File: config.mk
export PLATFORM = sky130hd
export DESIGN_NAME = aam_top
export DESIGN_NICKNAME = d
export VERILOG_FILES = /design/src/rtl/aam_pkg.sv /design/src/rtl/aam_mul_if.sv /design/src/rtl/aam_mult.sv /design/src/rtl/aam_top.sv
export SDC_FILE = /design/constraint.sdc
export NUM_CORES = 1
export LEC_CHECK = 0
export BUFFER_PORTS_ARGS = -buffer_cell sky130_fd_sc_hd__buf_2
export CORE_ASPECT_RATIO = 1.2
export CORE_MARGIN = 4
export CORE_UTILIZATION = 65
export CTS_CLUSTER_SIZE = 28
export DETAILED_ROUTE_END_ITERATION = 16
export HOLD_SLACK_MARGIN = 0.06
export PLACE_DENSITY = 0.87
export SYNTH_ARGS = -nofsm -noshare
export SYNTH_HDL_FRONTEND = slang
export SYNTH_HIERARCHICAL = 1
export SYNTH_SLANG_ARGS = --single-unit
export TNS_END_PERCENT = 100
File: constraint.sdc
create_clock -name clk -period 11.77 [get_ports clk]
set_input_delay 1.177 -clock clk [delete_from_list [all_inputs] [get_ports clk]]
set_output_delay 1.177 -clock clk [all_outputs]
set_load 0.005 [all_outputs]
File: src/rtl/aam_pkg.sv
// constants, opcodes and state types of the accumulator and multiplier datapath
package aam_pkg;

  // widths
  localparam int unsigned AAM_DATA_W = 16;
  localparam int unsigned AAM_ACC_W = 32;
  localparam int unsigned AAM_IMM_W = 13;

  // values after reset
  localparam logic [31:0] AAM_ACC_RST = 32'h0000_0000;
  localparam logic [15:0] AAM_WORD_RST = 16'h0000;
  localparam logic [31:0] AAM_PROD_RST = 32'h0000_0000;

  // saturation limits
  localparam logic [31:0] AAM_POS_LIMIT = 32'h7FFF_FFFF;
  localparam logic [31:0] AAM_NEG_LIMIT = 32'h8000_0000;

  // status word image: bit positions, other bits read as ones
  localparam int unsigned AAM_OV_BIT = 15;
  localparam int unsigned AAM_SAT_BIT = 14;
  localparam logic [15:0] AAM_STATUS_FILL = 16'hFFFF;

  // shift limits
  localparam logic [4:0] AAM_IN_SHIFT_MAX = 5'h10;
  localparam logic [2:0] AAM_OUT_SHIFT_ONE = 3'h1;
  localparam logic [2:0] AAM_OUT_SHIFT_FOUR = 3'h4;

  // instructions handed over by the decoder
  typedef enum logic [4:0] {
    AAM_NOP,
    AAM_LOAD_ACC,
    AAM_ADD,
    AAM_SUB,
    AAM_ADD_UNSIGNED,
    AAM_SUB_UNSIGNED,
    AAM_AND,
    AAM_OR,
    AAM_XOR,
    AAM_STORE_ACC_HIGH,
    AAM_STORE_ACC_LOW,
    AAM_SET_SATURATION,
    AAM_CLEAR_SATURATION,
    AAM_STORE_STATUS,
    AAM_LOAD_STATUS,
    AAM_LOAD_MULTIPLICAND,
    AAM_LOAD_MCAND_ADD,
    AAM_MULTIPLY,
    AAM_MULTIPLY_IMMEDIATE,
    AAM_PRODUCT_TO_ACC,
    AAM_ADD_PRODUCT,
    AAM_SUB_PRODUCT,
    AAM_BRANCH_IF_OVERFLOW,
    AAM_BRANCH_NEGATIVE,
    AAM_BRANCH_NONPOSITIVE,
    AAM_BRANCH_NONNEGATIVE,
    AAM_BRANCH_POSITIVE,
    AAM_BRANCH_NONZERO,
    AAM_BRANCH_ZERO
  } aam_op_e;

  // state of the accumulator side
  typedef struct packed {
    logic [31:0] acc;
    logic overflow_flag;
    logic saturation_enable;
    logic [15:0] data_out;
    logic data_out_valid;
    logic branch_taken;
    logic int_holdoff;
  } aam_state_s;

  // state of the multiplier side
  typedef struct packed {
    logic [15:0] mcand;
    logic [31:0] product;
  } aam_mul_s;

endpackage

File: src/rtl/aam_mul_if.sv
// carrier between the accumulator datapath and its multiplier
`timescale 1ns/100ps
interface aam_mul_if;
  logic load_mcand;
  logic [15:0] mcand_data;
  logic mul_go;
  logic [15:0] mul_operand;
  logic [15:0] mcand;
  logic [31:0] product;

  modport ctrl (
    output load_mcand,
    output mcand_data,
    output mul_go,
    output mul_operand,
    input mcand,
    input product
  );

  modport unit (
    input load_mcand,
    input mcand_data,
    input mul_go,
    input mul_operand,
    output mcand,
    output product
  );
endinterface

File: src/rtl/aam_mult.sv
// signed 16x16 multiplier with multiplicand and product registers
`timescale 1ns/100ps
module aam_mult
  import aam_pkg::*;
(
  // clock and reset
  input wire logic clk,
  input wire logic rst_b,
  // control side
  aam_mul_if.unit mul
);

  aam_mul_s st;
  aam_mul_s next_st;
  logic signed [31:0] full_product;

  // signed product; most-negative squared gets no overflow fix and shows 32'hC000_0000
  always_comb begin
    full_product = $signed(st.mcand) * $signed(mul.mul_operand);
    if (st.mcand == 16'h8000 && mul.mul_operand == 16'h8000) begin
      full_product = 32'hC000_0000;
    end
  end

  // register updates, one instruction per edge
  always_comb begin
    next_st = st;
    if (mul.load_mcand) begin
      next_st.mcand = mul.mcand_data;
    end
    if (mul.mul_go) begin
      next_st.product = full_product;
    end
  end

  // state register
  always_ff @(posedge clk or negedge rst_b) begin
    if (!rst_b) begin
      st <= '{mcand: AAM_WORD_RST, product: AAM_PROD_RST};
    end else begin
      st <= next_st;
    end
  end

  assign mul.mcand = st.mcand;
  assign mul.product = st.product;

endmodule

File: src/rtl/aam_top.sv
// accumulator, alu, output shifter, overflow handling and branch tests
`timescale 1ns/100ps
module aam_top
  import aam_pkg::*;
(
  // clock and reset
  input wire logic clk,
  input wire logic rst_b,
  // instruction from the decoder
  input wire logic op_valid,
  input aam_op_e op,
  input wire logic [4:0] in_shift,
  input wire logic [2:0] out_shift,
  input wire logic [12:0] imm,
  // data memory bus
  input wire logic [15:0] data_in,
  output logic [15:0] data_out,
  output logic data_out_valid,
  // status and branch results
  output logic branch_taken,
  output logic overflow_flag,
  output logic saturation_enable,
  output logic int_holdoff,
  // visible datapath registers
  output logic [31:0] acc_value,
  output logic [15:0] mcand_value,
  output logic [31:0] product_value
);

  aam_state_s st;
  aam_state_s next_st;
  aam_mul_if mul ();

  // scratch values of the combinational datapath
  logic [31:0] shifted_data;
  logic [31:0] unsigned_data;
  logic [31:0] stored_image;
  logic [31:0] alu_b;
  logic [31:0] alu_result;
  logic [31:0] logic_result;
  logic [15:0] status_word;
  logic [15:0] imm_operand;
  logic alu_sub;
  logic alu_arith;
  logic alu_ov;
  logic acc_zero;
  logic acc_neg;

  // input shifter: arithmetic left shift, shift counts above 16 clamp
  function automatic logic [31:0] in_shifter(input logic [15:0] d, input logic [4:0] n);
    logic [31:0] ext;
    logic [4:0] cnt;
    ext = {{16{d[15]}}, d};
    cnt = (n > AAM_IN_SHIFT_MAX) ? AAM_IN_SHIFT_MAX : n;
    return ext << cnt;
  endfunction

  // output shifter: only 0, 1 and 4 exist, anything else stores unshifted
  function automatic logic [31:0] out_shifter(input logic [31:0] a, input logic [2:0] n);
    logic [31:0] r;
    r = a;
    if (n == AAM_OUT_SHIFT_ONE) begin
      r = a << 1;
    end else if (n == AAM_OUT_SHIFT_FOUR) begin
      r = a << 4;
    end
    return r;
  endfunction

  // 32-bit add or subtract; top bit of the answer is the signed overflow
  function automatic logic [32:0] add_sub(input logic [31:0] a, input logic [31:0] b,
                                          input logic sub);
    logic [31:0] bb;
    logic [31:0] r;
    logic ov;
    bb = sub ? ~b : b;
    r = a + bb + {31'h0000_0000, sub};
    ov = (a[31] == bb[31]) && (r[31] != a[31]);
    return {ov, r};
  endfunction

  // immediate operand is right-justified and sign extended
  always_comb begin
    imm_operand = {{3{imm[12]}}, imm};
  end

  // data path operands
  always_comb begin
    shifted_data = in_shifter(data_in, in_shift);
    unsigned_data = {16'h0000, data_in};
    stored_image = out_shifter(st.acc, out_shift);
    acc_zero = (st.acc == AAM_ACC_RST);
    acc_neg = st.acc[31];
  end

  // status image with the flag bits in place, reserved bits as ones
  always_comb begin
    status_word = AAM_STATUS_FILL;
    status_word[AAM_OV_BIT] = st.overflow_flag;
    status_word[AAM_SAT_BIT] = st.saturation_enable;
  end

  // second alu input: product register, shifted data memory word or unshifted zero-extended data word
  always_comb begin
    alu_b = shifted_data;
    alu_sub = 1'b0;
    alu_arith = 1'b0;
    if (op_valid) begin
      case (op)
        AAM_ADD: begin
          alu_arith = 1'b1;
        end
        AAM_SUB: begin
          alu_arith = 1'b1;
          alu_sub = 1'b1;
        end
        AAM_ADD_UNSIGNED: begin
          alu_b = unsigned_data;
          alu_arith = 1'b1;
        end
        AAM_SUB_UNSIGNED: begin
          alu_b = unsigned_data;
          alu_arith = 1'b1;
          alu_sub = 1'b1;
        end
        AAM_ADD_PRODUCT, AAM_LOAD_MCAND_ADD: begin
          alu_b = mul.product;
          alu_arith = 1'b1;
        end
        AAM_SUB_PRODUCT: begin
          alu_b = mul.product;
          alu_arith = 1'b1;
          alu_sub = 1'b1;
        end
        default: begin
          alu_b = shifted_data;
        end
      endcase
    end
  end

  // adder with saturation; the accumulator is always the first operand
  always_comb begin
    logic [32:0] sum;
    sum = add_sub(st.acc, alu_b, alu_sub);
    alu_ov = alu_arith & sum[32];
    if (alu_ov && st.saturation_enable) begin
      // operands agree in sign on overflow, so the first one picks the limit
      alu_result = st.acc[31] ? AAM_NEG_LIMIT : AAM_POS_LIMIT;
    end else begin
      alu_result = sum[31:0];
    end
  end

  // logical unit: high half meets zero, so and clears it while or and xor keep it
  always_comb begin
    logic_result = st.acc;
    case (op)
      AAM_AND: begin
        logic_result = {16'h0000, st.acc[15:0] & data_in};
      end
      AAM_OR: begin
        logic_result = {st.acc[31:16], st.acc[15:0] | data_in};
      end
      AAM_XOR: begin
        logic_result = {st.acc[31:16], st.acc[15:0] ^ data_in};
      end
      default: begin
        logic_result = st.acc;
      end
    endcase
  end

  // multiplier requests go straight to the unit, taken on this edge
  always_comb begin
    mul.load_mcand = 1'b0;
    mul.mcand_data = data_in;
    mul.mul_go = 1'b0;
    mul.mul_operand = data_in;
    if (op_valid) begin
      case (op)
        AAM_LOAD_MULTIPLICAND, AAM_LOAD_MCAND_ADD: begin
          mul.load_mcand = 1'b1;
        end
        AAM_MULTIPLY: begin
          mul.mul_go = 1'b1;
        end
        AAM_MULTIPLY_IMMEDIATE: begin
          mul.mul_go = 1'b1;
          mul.mul_operand = imm_operand;
        end
        default: begin
          mul.load_mcand = 1'b0;
        end
      endcase
    end
  end

  // next state of the accumulator side
  always_comb begin
    next_st = st;
    next_st.data_out_valid = 1'b0;
    next_st.branch_taken = 1'b0;
    if (op_valid) begin
      case (op)
        AAM_LOAD_ACC: begin
          next_st.acc = shifted_data;
        end
        AAM_ADD, AAM_SUB, AAM_ADD_UNSIGNED, AAM_SUB_UNSIGNED: begin
          next_st.acc = alu_result;
        end
        AAM_ADD_PRODUCT, AAM_SUB_PRODUCT, AAM_LOAD_MCAND_ADD: begin
          next_st.acc = alu_result;
        end
        AAM_PRODUCT_TO_ACC: begin
          next_st.acc = mul.product;
        end
        // logical ops bypass the adder, so they can neither overflow nor saturate
        AAM_AND, AAM_OR, AAM_XOR: begin
          next_st.acc = logic_result;
        end
        AAM_STORE_ACC_HIGH: begin
          next_st.data_out = stored_image[31:16];
          next_st.data_out_valid = 1'b1;
        end
        AAM_STORE_ACC_LOW: begin
          next_st.data_out = stored_image[15:0];
          next_st.data_out_valid = 1'b1;
        end
        AAM_SET_SATURATION: begin
          next_st.saturation_enable = 1'b1;
        end
        AAM_CLEAR_SATURATION: begin
          next_st.saturation_enable = 1'b0;
        end
        AAM_STORE_STATUS: begin
          next_st.data_out = status_word;
          next_st.data_out_valid = 1'b1;
        end
        AAM_LOAD_STATUS: begin
          next_st.overflow_flag = data_in[AAM_OV_BIT];
          next_st.saturation_enable = data_in[AAM_SAT_BIT];
        end
        AAM_BRANCH_IF_OVERFLOW: begin
          next_st.branch_taken = st.overflow_flag;
          next_st.overflow_flag = 1'b0;
        end
        AAM_BRANCH_NEGATIVE: begin
          next_st.branch_taken = acc_neg;
        end
        AAM_BRANCH_NONPOSITIVE: begin
          next_st.branch_taken = acc_neg | acc_zero;
        end
        AAM_BRANCH_NONNEGATIVE: begin
          next_st.branch_taken = ~acc_neg;
        end
        AAM_BRANCH_POSITIVE: begin
          next_st.branch_taken = ~acc_neg & ~acc_zero;
        end
        AAM_BRANCH_NONZERO: begin
          next_st.branch_taken = ~acc_zero;
        end
        AAM_BRANCH_ZERO: begin
          next_st.branch_taken = acc_zero;
        end
        default: begin
          next_st.acc = st.acc;
        end
      endcase
      // flag is sticky; only arithmetic reaches alu_ov
      if (alu_ov) begin
        next_st.overflow_flag = 1'b1;
      end
      // hold interrupts off through the instruction after a multiply
      next_st.int_holdoff = (op == AAM_MULTIPLY) || (op == AAM_MULTIPLY_IMMEDIATE);
    end
  end

  // state register; saturation mode resets to off so it is never unknown
  always_ff @(posedge clk or negedge rst_b) begin
    if (!rst_b) begin
      st <= '{
        acc: AAM_ACC_RST,
        overflow_flag: 1'b0,
        saturation_enable: 1'b0,
        data_out: AAM_WORD_RST,
        data_out_valid: 1'b0,
        branch_taken: 1'b0,
        int_holdoff: 1'b0
      };
    end else begin
      st <= next_st;
    end
  end

  // multiplier with its own operand and product registers
  aam_mult u_mult (
    .clk(clk),
    .rst_b(rst_b),
    .mul(mul.unit)
  );

  // outputs straight from flip-flops
  assign data_out = st.data_out;
  assign data_out_valid = st.data_out_valid;
  assign branch_taken = st.branch_taken;
  assign overflow_flag = st.overflow_flag;
  assign saturation_enable = st.saturation_enable;
  assign int_holdoff = st.int_holdoff;
  assign acc_value = st.acc;
  assign mcand_value = mul.mcand;
  assign product_value = mul.product;

endmodule

==> metrics.txt <==
outcome=finished clean; CORE AREA=between 30000 and 40000 um^2; IO Port Bufs=around 150; post-synthesis compound-gate area fraction=0.188; largest family of logic cells by synthesized area=adder cells; final hold vios=0; Cells after Synth=approximately 2400; GRT Resource Usage Total=0.406; Routed WL=between 60000 and 70000 um; Ys Warns=6; CTS Buffer Depth=2; Post-synth top flop=dfrtp_1; Slew Viols, Final=0; Adder-Cell Fraction of Synth Area=0.350; Slew @ Worst Pin=1310 ps; H-tree depth=3; Seq/Total Area, Yosys=0.125; cell taking the most area after synthesis=fa_1; initial drt markers=~2000; die height=201 um; Hold Crit Class=flop to flop; top post-synthesis cells by area=fa_1 (26%), dfrtp_1 (12%), ha_1 (9.0%), inv_1 (6.6%), nand2_1 (4.3%); critical path fanouts, max=29; Vias=around 19000; area of the mapped netlist=20300 um^2; via density per instance=between 6 and 7; Syn Area/Cell=~8.4 um^2; startpoint types=input pin; mux share of post-synthesis cell area=0.0442; number of setup violations in the final report=0; Slew HR=0.123; first-pass GRT wire length=roughly 110000 um; Die ar.=34100 um^2; routed len/inst=24.1 um; total clock buffers created by CTS=9; # hold bufs at CTS=0; vias in the first global route=between 15000 and 20000; Place WS=about 2600 ps; CTS tree=built; HPWL Detailed=approximately 54000 um; CTS resizes=0; row cnt=70; Max Cap Viol=0; clock sink total=101; RSZ-0062 raised after global routing=false; CTS clk-pin slew, worst paths=70 ps; Fin Clk Skew=approximately 13 ps; Synth Area in XOR/XNOR=0.0363; EDFF count, synth=0; share of layout cells above drive strength 1=0.106; fmax=~110 MHz; final cycle utilization of the critical path=0.758; Hold WS=around 470 ps; Final ANT Viol Nets=0; Setup WS post-layout=~2800 ps; Worst setup EP type=flop; NumNets Final=~2900; Cell variety after synth=87; ys async rst share=1.00; Die Width=169 um; largest net degree at the start of global routing=75; global route overflow=0; clk_lat worst skew=370 ps; final setup TNS=0 ps; top cell type's share of synthesized area=0.260; CP Class=input pin to flop; Ports=146; Net Count, Synth=between 2000 and 3000; post-CTS setup buffers=0; flops & latches, synth=~100; post-route minimum period=slightly below 9000 ps; gpl congestion=roughly 1.0; drt pass-1 iters=5; crit path DAT=around 9200 ps; Req. time, crit path=approximately 12000 ps; Area growth, synth to finish=6.90%; Starting Density=0.661; Post-Synth Simple-Gate Area=0.166; initial antenna violation count=1; DRC=0; clock root buffer=clkbuf_16
## worst paths after layout
kind                            slack (ps)                            endpoint  cells past startpoint                             from
worst max-delay path                  2840  u_mult/mul.product[27]$_DFFE_PN0P_                     25                            op[4]
worst min-delay path                   470             data_out[9]$_DFFE_PN0P_                      2          data_out[9]$_DFFE_PN0P_
worst max register to register        4990  u_mult/mul.product[27]$_DFFE_PN0P_                     18  u_mult/mul.mcand[8]$_DFFE_PN0P_
worst min register to register         470             data_out[9]$_DFFE_PN0P_                      2          data_out[9]$_DFFE_PN0P_
max in group asynchronous             9720  u_mult/mul.product[24]$_DFFE_PN0P_                      2                            rst_b
min in group asynchronous              730             int_holdoff$_DFFE_PN0P_                      1                            rst_b
## worst max-delay path, stage by stage
cell      delay [ps]
buf_2            300
nor3b_1          430
nand3_1          170
inv_1            590
nand2_1          220
o21ai_1          740
nand2_1          190
fa_1             560
inv_1             60
fa_1             550
fa_1             430
fa_1             470
fa_1             490
inv_1             50
fa_1             470
inv_1             40
ha_1             350
a21o_1           200
a21o_1           170
a221o_1          330
a21oi_2          180
nor3b_4          270
a211oi_2         130
or3_1            320
a32o_1           250
## cells in the mapped netlist (21+ instances only)
cell      instances
a21oi_1         136
nand3_1          23
ha_1            146
clkbuf_1        123
and2_1          131
a22oi_1          32
a211oi_1         34
nor4_1           21
a21o_1           31
dfrtp_1         101
xnor2_1          56
a221o_1          29
o21ai_1          26
mux2i_1          40
xor2_1           26
nand2_1         230
fa_1            263
o21ai_0         104
nor2b_1          22
nor2_1          139
nor3_1           42
inv_1           355
## sequential cells by signal, summed over array words and instances, names as in the netlist
name and cells:
data_out 16, u_mult/mul.mcand 16, int_holdoff 1, overflow_flag 1, branch_taken 1, u_mult/mul.product 32
acc_value 32, saturation_enable 1, data_out_valid 1
## stage by stage
stage,instance area (um^2),instances,utilization
floorplan,20300,2409,-
detailed placement,21300,2859,0.696
finish,21700,2875,0.706
global placement,21300,2859,0.696
global route,21600,2874,0.706
CTS,21600,2874,0.706
## metal layers
metal  wire length, um  GRT usage
met5                 0          0
met4              5470      0.262
met3              5480     0.0562
met2             33500      0.685
met1             24700      0.485
## final cells by class
cell class / count / area [um^2]
diodes: 1 / 2.50
fillers: 2420 / 9000
flip-flops and latches: 101 / 2530
multi-input cells: 1819 / 15900
clock buffers: 12 / 256
repair buffers: 186 / 1040
inverters: 357 / 1340
clock inverters: 3 / 68.8
well taps: 396 / 495
## cells in the final DEF (no fill, tap or decap), types with 15 or more instances in the layout
cell / n
o211ai_1: 16
nand3_1: 23
a221oi_1: 20
xnor2_1: 56
a21o_1: 31
a22o_1: 19
ha_1: 146
o22ai_1: 18
nor4_1: 21
nor2_1: 138
and2_1: 131
o21ai_1: 33
fa_1: 263
o21ai_0: 97
dfrtp_1: 101
a221o_1: 29
xor2_1: 26
inv_1: 355
a31oi_1: 15
mux2i_1: 40
a22oi_1: 32
mux2_2: 20
a211oi_1: 34
nand2b_1: 19
nor2b_1: 19
nand2_1: 230
o21a_1: 17
a21oi_1: 134
nor3_1: 41
buf_2: 144
buf_4: 42
## cell families after synthesis
family,after synthesis
and+or+nand+nor,688
AOI/OAI and AO/OA,567
buffers and inverters,489
adders and majority gates,409
DFF,101
xor gates and xnor gates,83
muxes,72
Power is left out: the tool's default activity adds up to more than one toggle a clock period on the data nets, which glitch-free logic cannot reach.
